[src/logic/swu_pkg.sv]
package swu_pkg;

   // ----------------------------------------------------------------
   // register byte offsets
   // ----------------------------------------------------------------
   localparam logic [7:0] OFS_INSTR  = 8'h00;
   localparam logic [7:0] OFS_SAVE   = 8'h04;
   localparam logic [7:0] OFS_PC     = 8'h08;
   localparam logic [7:0] OFS_CTL2   = 8'h0C;
   localparam logic [7:0] OFS_INTST  = 8'h10;
   localparam logic [7:0] OFS_EXEC   = 8'h14;
   localparam logic [7:0] OFS_EVT    = 8'h18;
   localparam logic [7:0] OFS_MASK   = 8'h1C;
   localparam logic [7:0] OFS_STATE  = 8'h20;

   // ----------------------------------------------------------------
   // field positions
   // ----------------------------------------------------------------
   localparam int TYPE_HI      = 31;
   localparam int TYPE_LO      = 30;
   localparam int OPC_HI       = 29;
   localparam int OPC_LO       = 27;
   localparam int REL_BIT      = 26;
   localparam int TGT_BIT      = 9;
   localparam int OFFSET_W     = 24;
   localparam int UDC_BIT      = 7;
   localparam int HSIG_BIT     = 5;
   localparam int EXEC_GO_BIT  = 0;

   // event status bits
   localparam int EV_UDC       = 0;
   localparam int EV_DONE      = 1;
   localparam int EV_ILLEGAL   = 2;
   localparam int EV_ALT       = 3;
   localparam int EV_W         = 4;

   // ----------------------------------------------------------------
   // instruction codes
   // ----------------------------------------------------------------
   localparam logic [1:0] TYPE_IO      = 2'h1;
   localparam logic [2:0] OPC_WAITDISC = 3'h1;
   localparam logic [2:0] OPC_WAITSEL  = 3'h2;

   // ----------------------------------------------------------------
   // reset values
   // ----------------------------------------------------------------
   localparam logic [31:0]     RST_WORD = 32'h0000_0000;
   localparam logic [7:0]      RST_BYTE = 8'h00;
   localparam logic [EV_W-1:0] RST_EVT  = 4'h0;

   // ----------------------------------------------------------------
   // timing
   // ----------------------------------------------------------------
   localparam int         CLK_NS       = 10;
   localparam int         BUS_FREE_NS  = 1000;
   localparam int         BUS_FREE_CYC = (BUS_FREE_NS + CLK_NS - 1) / CLK_NS;
   localparam logic [7:0] BUS_FREE_CNT = 8'(BUS_FREE_CYC);

   typedef enum logic [2:0] {
      ST_IDLE,
      ST_DISC,
      ST_SEL,
      ST_RESEL
   } swu_state_e;

endpackage : swu_pkg

[src/logic/swu_dec_if.sv]
`timescale 1ns/1ps
interface swu_dec_if;
   logic [31:0] instr;
   logic        isIo;
   logic        isWaitDisc;
   logic        isWaitSel;
   logic        isWaitResel;
   logic        relMode;
   logic        targetRole;

   modport dec (
      input  instr,
      output isIo, isWaitDisc, isWaitSel, isWaitResel, relMode, targetRole
   );
   modport use_side (
      output instr,
      input  isIo, isWaitDisc, isWaitSel, isWaitResel, relMode, targetRole
   );
endinterface : swu_dec_if

[src/logic/swu_decode.sv]
`timescale 1ns/1ps
module swu_decode
   import swu_pkg::*;
(
   // decoded instruction
   swu_dec_if.dec dif
);

   wire [1:0] instrType = dif.instr[TYPE_HI:TYPE_LO];
   wire [2:0] opcode    = dif.instr[OPC_HI:OPC_LO];

   assign dif.isIo        = (instrType == TYPE_IO);
   assign dif.isWaitDisc  = dif.isIo && (opcode == OPC_WAITDISC);
   assign dif.isWaitSel   = dif.isIo && (opcode == OPC_WAITSEL) && dif.instr[TGT_BIT];
   assign dif.isWaitResel = dif.isIo && (opcode == OPC_WAITSEL) && !dif.instr[TGT_BIT];
   assign dif.relMode     = dif.instr[REL_BIT];
   assign dif.targetRole  = dif.instr[TGT_BIT];

endmodule : swu_decode

[src/logic/swu_wait_unit.sv]
//Contract
// - wait-disconnect suspends execution until a disconnect from the bus is seen.
// - legal disconnect: busy and select released bus-free time after a disconnect message.
// - disconnect with unexpected-disconnect enable clear: run next sequential instruction.
// - disconnect with that enable set: raise unexpected-disconnect interrupt instead.
// - wait-select waits to be selected; already selected means continue at once.
// - reselection or bus interrupt during wait-select: become initiator, jump alternate.
// - host signal bit abandons a pending select or reselect wait to alternate.
// - host signal bit is tested before the reselected condition.
// - relative mode adds the 24-bit offset to the program counter.
// - alternate operand is 32-bit absolute or 24-bit relative, held in save pointer.
// - role bit 9: one gives target mode, zero initiator mode.
// - wait-reselect waits for a target to reselect, then runs next instruction.
// - already reselected at wait-reselect start: fetch next instruction immediately.
// - selected during wait-reselect: jump to alternate address.
// - I/O class is recognised by 01 in the top two instruction bits.
`timescale 1ns/1ps
module swu_wait_unit
   import swu_pkg::*;
(
   // clock and reset
   input  wire logic        clk_sys,
   input  wire logic        rst,
   // wishbone slave
   input  wire logic        wbCyc,
   input  wire logic        wbStb,
   input  wire logic        wbWe,
   input  wire logic [7:0]  wbAdr,
   input  wire logic [3:0]  wbSel,
   input  wire logic [31:0] wbDatI,
   output logic      [31:0] wbDatO,
   output logic             wbAck,
   // scsi bus view
   input  wire logic        scsiBsy,
   input  wire logic        scsiSel,
   input  wire logic        discMsgSeen,
   input  wire logic        selectedNow,
   input  wire logic        reselectedNow,
   input  wire logic        busIntEvt,
   // sequencer side
   output logic             targetMode,
   output logic             fetchValid,
   output logic      [31:0] fetchAddr,
   output logic             waitBusy,
   output logic             irq
);

   // ----------------------------------------------------------------
   // registers
   // ----------------------------------------------------------------
   logic [31:0]     instrWord;
   logic [31:0]     savePtr;
   logic [31:0]     progCnt;
   logic [7:0]      ctl2;
   logic [7:0]      intStat;
   logic [EV_W-1:0] evtStatus;
   logic [EV_W-1:0] evtMask;
   swu_state_e      state;
   logic [7:0]      busFreeCnt;
   logic            msgSeen;
   logic            legalDisc;

   // ----------------------------------------------------------------
   // decode
   // ----------------------------------------------------------------
   swu_dec_if decIf ();

   assign decIf.instr = instrWord;

   swu_decode uDec (
      .dif (decIf.dec)
   );

   function automatic logic [31:0] mergeBytes(input logic [31:0] old, input logic [31:0] din,
                                              input logic [3:0] sel);
      logic [31:0] res;
      res = old;
      for (int i = 0; i < 4; i++) begin
         if (sel[i]) begin
            res[i*8 +: 8] = din[i*8 +: 8];
         end
      end
      return res;
   endfunction : mergeBytes

   // ----------------------------------------------------------------
   // bus decode
   // ----------------------------------------------------------------
   wire busReq    = wbCyc && wbStb && !wbAck;
   wire wrReq     = busReq && wbWe;
   wire hitInstr  = (wbAdr == OFS_INSTR);
   wire hitSave   = (wbAdr == OFS_SAVE);
   wire hitPc     = (wbAdr == OFS_PC);
   wire hitCtl2   = (wbAdr == OFS_CTL2);
   wire hitIntSt  = (wbAdr == OFS_INTST);
   wire hitExec   = (wbAdr == OFS_EXEC);
   wire hitEvt    = (wbAdr == OFS_EVT);
   wire hitMask   = (wbAdr == OFS_MASK);
   wire hitState  = (wbAdr == OFS_STATE);

   wire [31:0] wrMerged = mergeBytes(32'h0000_0000, wbDatI, wbSel);
   wire        startReq = wrReq && hitExec && wbSel[0] && wbDatI[EXEC_GO_BIT] && (state == ST_IDLE);
   wire        udcEn    = ctl2[UDC_BIT];
   wire        hostSig  = intStat[HSIG_BIT];
   // busy regs are locked so software cannot move the operands under a wait
   wire        regsOpen = (state == ST_IDLE);

   wire [31:0] relTarget = progCnt + {{(32-OFFSET_W){savePtr[OFFSET_W-1]}}, savePtr[OFFSET_W-1:0]};
   wire [31:0] altAddr   = decIf.relMode ? relTarget : savePtr;

   wire [31:0] rdData =
      hitInstr ? instrWord :
      hitSave  ? savePtr :
      hitPc    ? progCnt :
      hitCtl2  ? {24'h000000, ctl2} :
      hitIntSt ? {24'h000000, intStat} :
      hitEvt   ? {28'h0000000, evtStatus} :
      hitMask  ? {28'h0000000, evtMask} :
      hitState ? {27'h0000000, legalDisc, msgSeen, waitBusy, targetMode, 1'b0} :
      32'h0000_0000;

   // ----------------------------------------------------------------
   // wait sequencer
   // ----------------------------------------------------------------
   swu_state_e      next_state;
   logic            next_targetMode;
   logic            finishSeq;
   logic            finishAlt;
   logic            raiseUdc;
   logic            illegalEvt;
   logic [EV_W-1:0] next_evtStatus;

   wire busFreeDone = (busFreeCnt >= BUS_FREE_CNT);

   always_comb begin
      next_state      = state;
      next_targetMode = targetMode;
      finishSeq       = 1'b0;
      finishAlt       = 1'b0;
      raiseUdc        = 1'b0;
      illegalEvt      = 1'b0;
      unique case (state)
         ST_IDLE: begin
            if (startReq) begin
               // disconnect wait never reads the second word
               if (decIf.isWaitDisc) begin
                  next_state = ST_DISC;
               end else if (decIf.isWaitSel) begin
                  next_targetMode = decIf.targetRole;
                  next_state      = ST_SEL;
               end else if (decIf.isWaitResel) begin
                  next_targetMode = decIf.targetRole;
                  next_state      = ST_RESEL;
               end else begin
                  illegalEvt = 1'b1;
               end
            end
         end
         ST_DISC: begin
            if (busFreeDone) begin
               next_state = ST_IDLE;
               if (udcEn) begin
                  raiseUdc = 1'b1;
               end else begin
                  finishSeq = 1'b1;
               end
            end
         end
         ST_SEL: begin
            if (hostSig) begin
               finishAlt  = 1'b1;
               next_state = ST_IDLE;
            end else if (reselectedNow || busIntEvt) begin
               finishAlt       = 1'b1;
               next_targetMode = 1'b0;
               next_state      = ST_IDLE;
            end else if (selectedNow) begin
               finishSeq  = 1'b1;
               next_state = ST_IDLE;
            end
         end
         ST_RESEL: begin
            if (hostSig) begin
               finishAlt  = 1'b1;
               next_state = ST_IDLE;
            end else if (reselectedNow) begin
               finishSeq  = 1'b1;
               next_state = ST_IDLE;
            end else if (selectedNow) begin
               finishAlt  = 1'b1;
               next_state = ST_IDLE;
            end
         end
         default: begin
            next_state = ST_IDLE;
         end
      endcase
   end

   // sticky events; a new event wins over a same-cycle clear
   wire [EV_W-1:0] evtSet = {finishAlt, illegalEvt, finishSeq | finishAlt, raiseUdc};
   wire [EV_W-1:0] evtClr = (wrReq && hitEvt && wbSel[0]) ? wbDatI[EV_W-1:0] : RST_EVT;

   always_comb begin
      next_evtStatus = (evtStatus & ~evtClr) | evtSet;
   end

   // ----------------------------------------------------------------
   // flops
   // ----------------------------------------------------------------
   always_ff @(posedge clk_sys) begin
      if (rst) begin
         wbAck  <= 1'b0;
         wbDatO <= RST_WORD;
      end else begin
         wbAck  <= busReq;
         wbDatO <= busReq ? rdData : RST_WORD;
      end
   end

   always_ff @(posedge clk_sys) begin
      if (rst) begin
         instrWord <= RST_WORD;
         savePtr   <= RST_WORD;
         ctl2      <= RST_BYTE;
         intStat   <= RST_BYTE;
         evtMask   <= RST_EVT;
      end else if (wrReq) begin
         if (hitInstr && regsOpen) instrWord <= mergeBytes(instrWord, wbDatI, wbSel);
         if (hitSave && regsOpen)  savePtr <= mergeBytes(savePtr, wbDatI, wbSel);
         if (hitCtl2 && wbSel[0])  ctl2 <= wrMerged[7:0];
         if (hitIntSt && wbSel[0]) intStat <= wrMerged[7:0];
         if (hitMask && wbSel[0])  evtMask <= wrMerged[EV_W-1:0];
      end
   end

   always_ff @(posedge clk_sys) begin
      if (rst) begin
         progCnt <= RST_WORD;
      end else if (finishAlt) begin
         progCnt <= altAddr;
      end else if (wrReq && hitPc && regsOpen) begin
         progCnt <= mergeBytes(progCnt, wbDatI, wbSel);
      end
   end

   always_ff @(posedge clk_sys) begin
      if (rst) begin
         state      <= ST_IDLE;
         targetMode <= 1'b0;
         fetchValid <= 1'b0;
         fetchAddr  <= RST_WORD;
         waitBusy   <= 1'b0;
         evtStatus  <= RST_EVT;
         irq        <= 1'b0;
      end else begin
         state      <= next_state;
         targetMode <= next_targetMode;
         fetchValid <= finishSeq || finishAlt;
         if (finishSeq || finishAlt) fetchAddr <= finishAlt ? altAddr : progCnt;
         waitBusy   <= (next_state != ST_IDLE);
         evtStatus  <= next_evtStatus;
         irq        <= |(next_evtStatus & evtMask);
      end
   end

   // disconnect watch: a message arms legality, any busy or select restarts the clock
   always_ff @(posedge clk_sys) begin
      if (rst) begin
         busFreeCnt <= 8'h00;
         msgSeen    <= 1'b0;
         legalDisc  <= 1'b0;
      end else if (state != ST_DISC) begin
         busFreeCnt <= 8'h00;
         msgSeen    <= 1'b0;
      end else begin
         if (scsiBsy || scsiSel) busFreeCnt <= 8'h00;
         else if (!busFreeDone)  busFreeCnt <= busFreeCnt + 8'h01;
         if (discMsgSeen) msgSeen <= 1'b1;
         if (busFreeDone) legalDisc <= msgSeen;
      end
   end
endmodule : swu_wait_unit
[config.mk]
export PLATFORM = sky130hd
export DESIGN_NAME = swu_wait_unit
export DESIGN_NICKNAME = d
export VERILOG_FILES = /design/src/logic/swu_pkg.sv /design/src/logic/swu_dec_if.sv /design/src/logic/swu_decode.sv /design/src/logic/swu_wait_unit.sv
export SDC_FILE = /design/constraint.sdc
export NUM_CORES = 1
export LEC_CHECK = 0
export BUFFER_PORTS_ARGS = -buffer_cell sky130_fd_sc_hd__buf_2
export CORE_MARGIN = 1.5
export CORE_UTILIZATION = 30
export DETAILED_ROUTE_END_ITERATION = 12
export PLACE_DENSITY_LB_ADDON = 0.1
export SYNTH_ARGS = -nofsm -noshare
export SYNTH_HDL_FRONTEND = slang
export SYNTH_SLANG_ARGS = --single-unit
[constraint.sdc]
create_clock -name clk_sys -period 3.5 [get_ports clk_sys]
set_input_delay 0.7 -clock clk_sys [delete_from_list [all_inputs] [get_ports clk_sys]]
set_output_delay 0.7 -clock clk_sys [all_outputs]
set_load 0.03 [all_outputs]
==> impl_results.md <==
* Status: finished, final reports clean
* Sequential-to-total area share from yosys stat at 0.399
* Worst Path Max Fanout at 4
* Maximum clock rate at about 330 MHz
* Distinct cells, synth at 72
* Mapped cell area at 10,100 um^2
* Sw frac at 0.225
* Worst Setup End Kind: flip-flop
* Unrepaired setup endpoints after global routing: no
* Rows at 67
* R2R cell count at 11
* Largest net degree at the start of global routing at 125
* Core Region at between 30,000 and 40,000 um^2
* Arrival @ worst endpoint at approximately 3500 ps
* R2R Setup Slk at between 400 and 500 ps
* Clk_skew at 11.8 ps
* Syn_area_per_cell at 8.87 um^2
* Final setup fails at 0
* Routed vias at just over 9,000
* Layout fillers at roughly 3,500
* Clk sink count at between 200 and 250
* Crit path kind: flip-flop to flip-flop
* 1st-pass router iterations at 5
* Reg2reg end: fetchAddr[28]
* Layout cells sized above 1 at 0.172
* Gr ovfl total at 0
* MaxCap Viol Count at 0
* #FFs+latches synth at 202
* Worst reg2reg startpoint: savePtr[0]
* IO buf count at approximately 120
* Hold path depth at 3
* Required @ worst endpoint at a little under 4000 ps
* Initial antenna violation count at 1
* Number of buffers created by CTS at 26
* Comb pwr share at 0.027
* Final slew viol count at 0
* Synth Flop Type: dfxtp_1
* PD cells at ~430 nW/um^2
* N_diodes at 0
* Final Critical Period at approximately 3100 ps
* Final hold violations at 0
* Post-synthesis instance total at 1,144
* Post-CTS Setup Inserts at 0
* Vias in the first global route at just under 9,000
* YS warnings at 0
* H-tree Lvls at 1
* Number of nets in the layout at approximately 1,300
* Vias/cell at roughly 5.3
* DPL Wire Length at around 24 mm
* Clk Latency, worst-skew pair at 550 ps
* CP Launch Type: flip-flop
* HP Start: discMsgSeen
* Post-Route WL at ~35 mm
* Post-route cell area at 12,100 um^2
* Flop pwr share at 0.438
* Iter 0 DRT Violations at ~800
* VDD IR max at ~0.36 mV
* Post-cts sizing count at 0
* IO Pins at ~120
* Clock root cell: clkbuf_16
* DP Area at roughly 11,000 um^2
* Syn nets at ~1,200
* First-pass GRT wire length at 54.1 mm
* All-Layer GR Usage at 0.195
* Largest cells by area after synthesis: dfxtp_1 (40%), mux2i_1 (12%), a21oi_1 (5.4%)
* Die X at 187 um
* Area growth syn-to-layout at 19.7%
* Clock Power Share at 0.535
* Async set or reset register ratio after synthesis at 0
* Area of the die at 34,900 um^2
* CTS tree: done
* Post-route DRC at 0
* RD Place Congestion at 0.840
* Final Cycle Share at 0.873
* Fin Setup TNS at 0 ps
* Top cells by count, synth: dfxtp_1 (202), nor2_1 (143), mux2i_1 (119), a21oi_1 (109), nand2_1 (85)
* Worst-Margin Slew at just under 700 ps
* Worst slew slack as a fraction of its limit at 0.541
* Synth top area share at 0.399
* Worst hold endpoint: msgSeen
* Int Pwr at ~4 mW
* Leading area contributor after synthesis: dfxtp_1
* Routed Antenna Nets at 0
* Die height at roughly 190 um
* Clock Pin Slew Worst Setup and Hold Paths at 60 ps
* Routed len/inst at around 20 um
* Cts hold-fix bufs at 0
* Number of flops mapped to enable cells by yosys at 0
* Max Root-Sink Buffers at 3
* Initial Util at 0.303
* Worst hold path class: input port to flip-flop
* Top-count cell post-synth: dfxtp_1
* Net Sw Power at around 1.2 mW
* Leak Pwr at around 5.4 nW
[sequential cells by signal (all words and copies together) (netlist names)]
name	flops
fetchAddr	32
fetchValid	1
ctl2	8
evtStatus	4
wbAck	1
legalDisc	1
waitBusy	1
savePtr	32
state	3
progCnt	32
intStat	8
wbDatO	32
msgSeen	1
busFreeCnt	8
decIf.instr	32
irq	1
evtMask	4
targetMode	1
[worst max-delay path: stages, from the launching register on]
cell      delay (ps)
dfxtp_1          380
ha_1             210
fa_1             210
a21o_2           160
a31oi_1          120
or3b_4           440
and2_4           190
o41ai_2          550
a21boi_2         120
xnor2_1          140
mux2_4           260
o21a_1           170
[worst max path at each step]
| stage | slack [ps] | from | cells past startpoint | to |
|---|---|---|---|---|
| 5_1_grt | 310 | savePtr[0] | 11 | fetchAddr[28] |
| 6_report | 440 | savePtr[0] | 11 | fetchAddr[28] |
| 3_3_place_gp | 550 | savePtr[0] | 11 | fetchAddr[28] |
| 4_1_cts | 470 | savePtr[0] | 11 | fetchAddr[28] |
| 3_5_place_dp | 490 | savePtr[0] | 11 | fetchAddr[28] |
| 2_1_floorplan | 770 | savePtr[23] | 11 | fetchAddr[28] |
[placed cells by master (no fill, tap or decap), types with 12 or more instances in the layout]
cell type  count
xnor2_1       13
buf_4         32
a31oi_1       13
xor2_1        18
clkbuf_16     26
a211oi_1      12
nand3_1       36
nand2_1       85
buf_2        122
ha_1          33
nor2_1       143
a22oi_1       20
mux2i_1      119
inv_1         19
a21oi_1      109
o21ai_0       42
nor3_1        16
a21boi_0      19
dfxtp_1      202
a222oi_1      30
[per-stage QoR]
stage	hold WS, ps	worst slack, ps	cells	util	power (mW)
5_1_grt	380	313	1724	0.363	5.43
3_3_place_gp	444	553	1679	0.336	2.50
3_5_place_dp	449	486	1679	0.336	2.49
6_report	363	444	1724	0.363	5.25
2_1_floorplan	436	768	1144	-	2.41
4_1_cts	346	472	1724	0.363	5.32
[layout make-up]
class                      count  area [um^2]  share of cell area
sequential                   202         4040               0.333
tap                          448          561              0.0462
clock buffer                  36          758              0.0624
timing repair buffer         156          891              0.0733
inverter                      19         71.3             0.00587
multi-input combinational    854         5680               0.468
clock inverter                 9          139              0.0114
[cells by family (layout without fill, tap and decap cells)]
family | Yosys count | after routing | synth area share
and+or+nand+nor | 348 | 348 | 0.155
AOI/OAI and AO/OA | 316 | 316 | 0.212
DFF | 202 | 202 | 0.399
muxes | 124 | 124 | 0.123
buffers and inverters | 88 | 220 | 0.0418
adders and majority gates | 34 | 34 | 0.0427
xor gates and xnor gates | 31 | 31 | 0.0268
other | 1 | 1 | 0.000370
[power by group through the flow]
stage	clock network, mW	logic, mW	registers, mW
3_3_place_gp	0	0.143	2.35
5_1_grt	2.97	0.153	2.30
6_report	2.81	0.141	2.30
2_1_floorplan	0	0.0541	2.35
3_5_place_dp	0	0.141	2.35
4_1_cts	2.88	0.142	2.30
[routing by layer]
| layer | GRT usage | vias to the layer above | part of all wire |
|---|---|---|---|
| met1 | 0.282 | 4382 | 0.49 |
| met2 | 0.303 | 274 | 0.44 |
| met3 | 0.0276 | 51 | 0.050 |
| met5 | 0 | - | 0 |
| met4 | 0.0478 | 0 | 0.023 |
| li1 | - | 4432 | - |
Power figures use the tool's default switching activity.
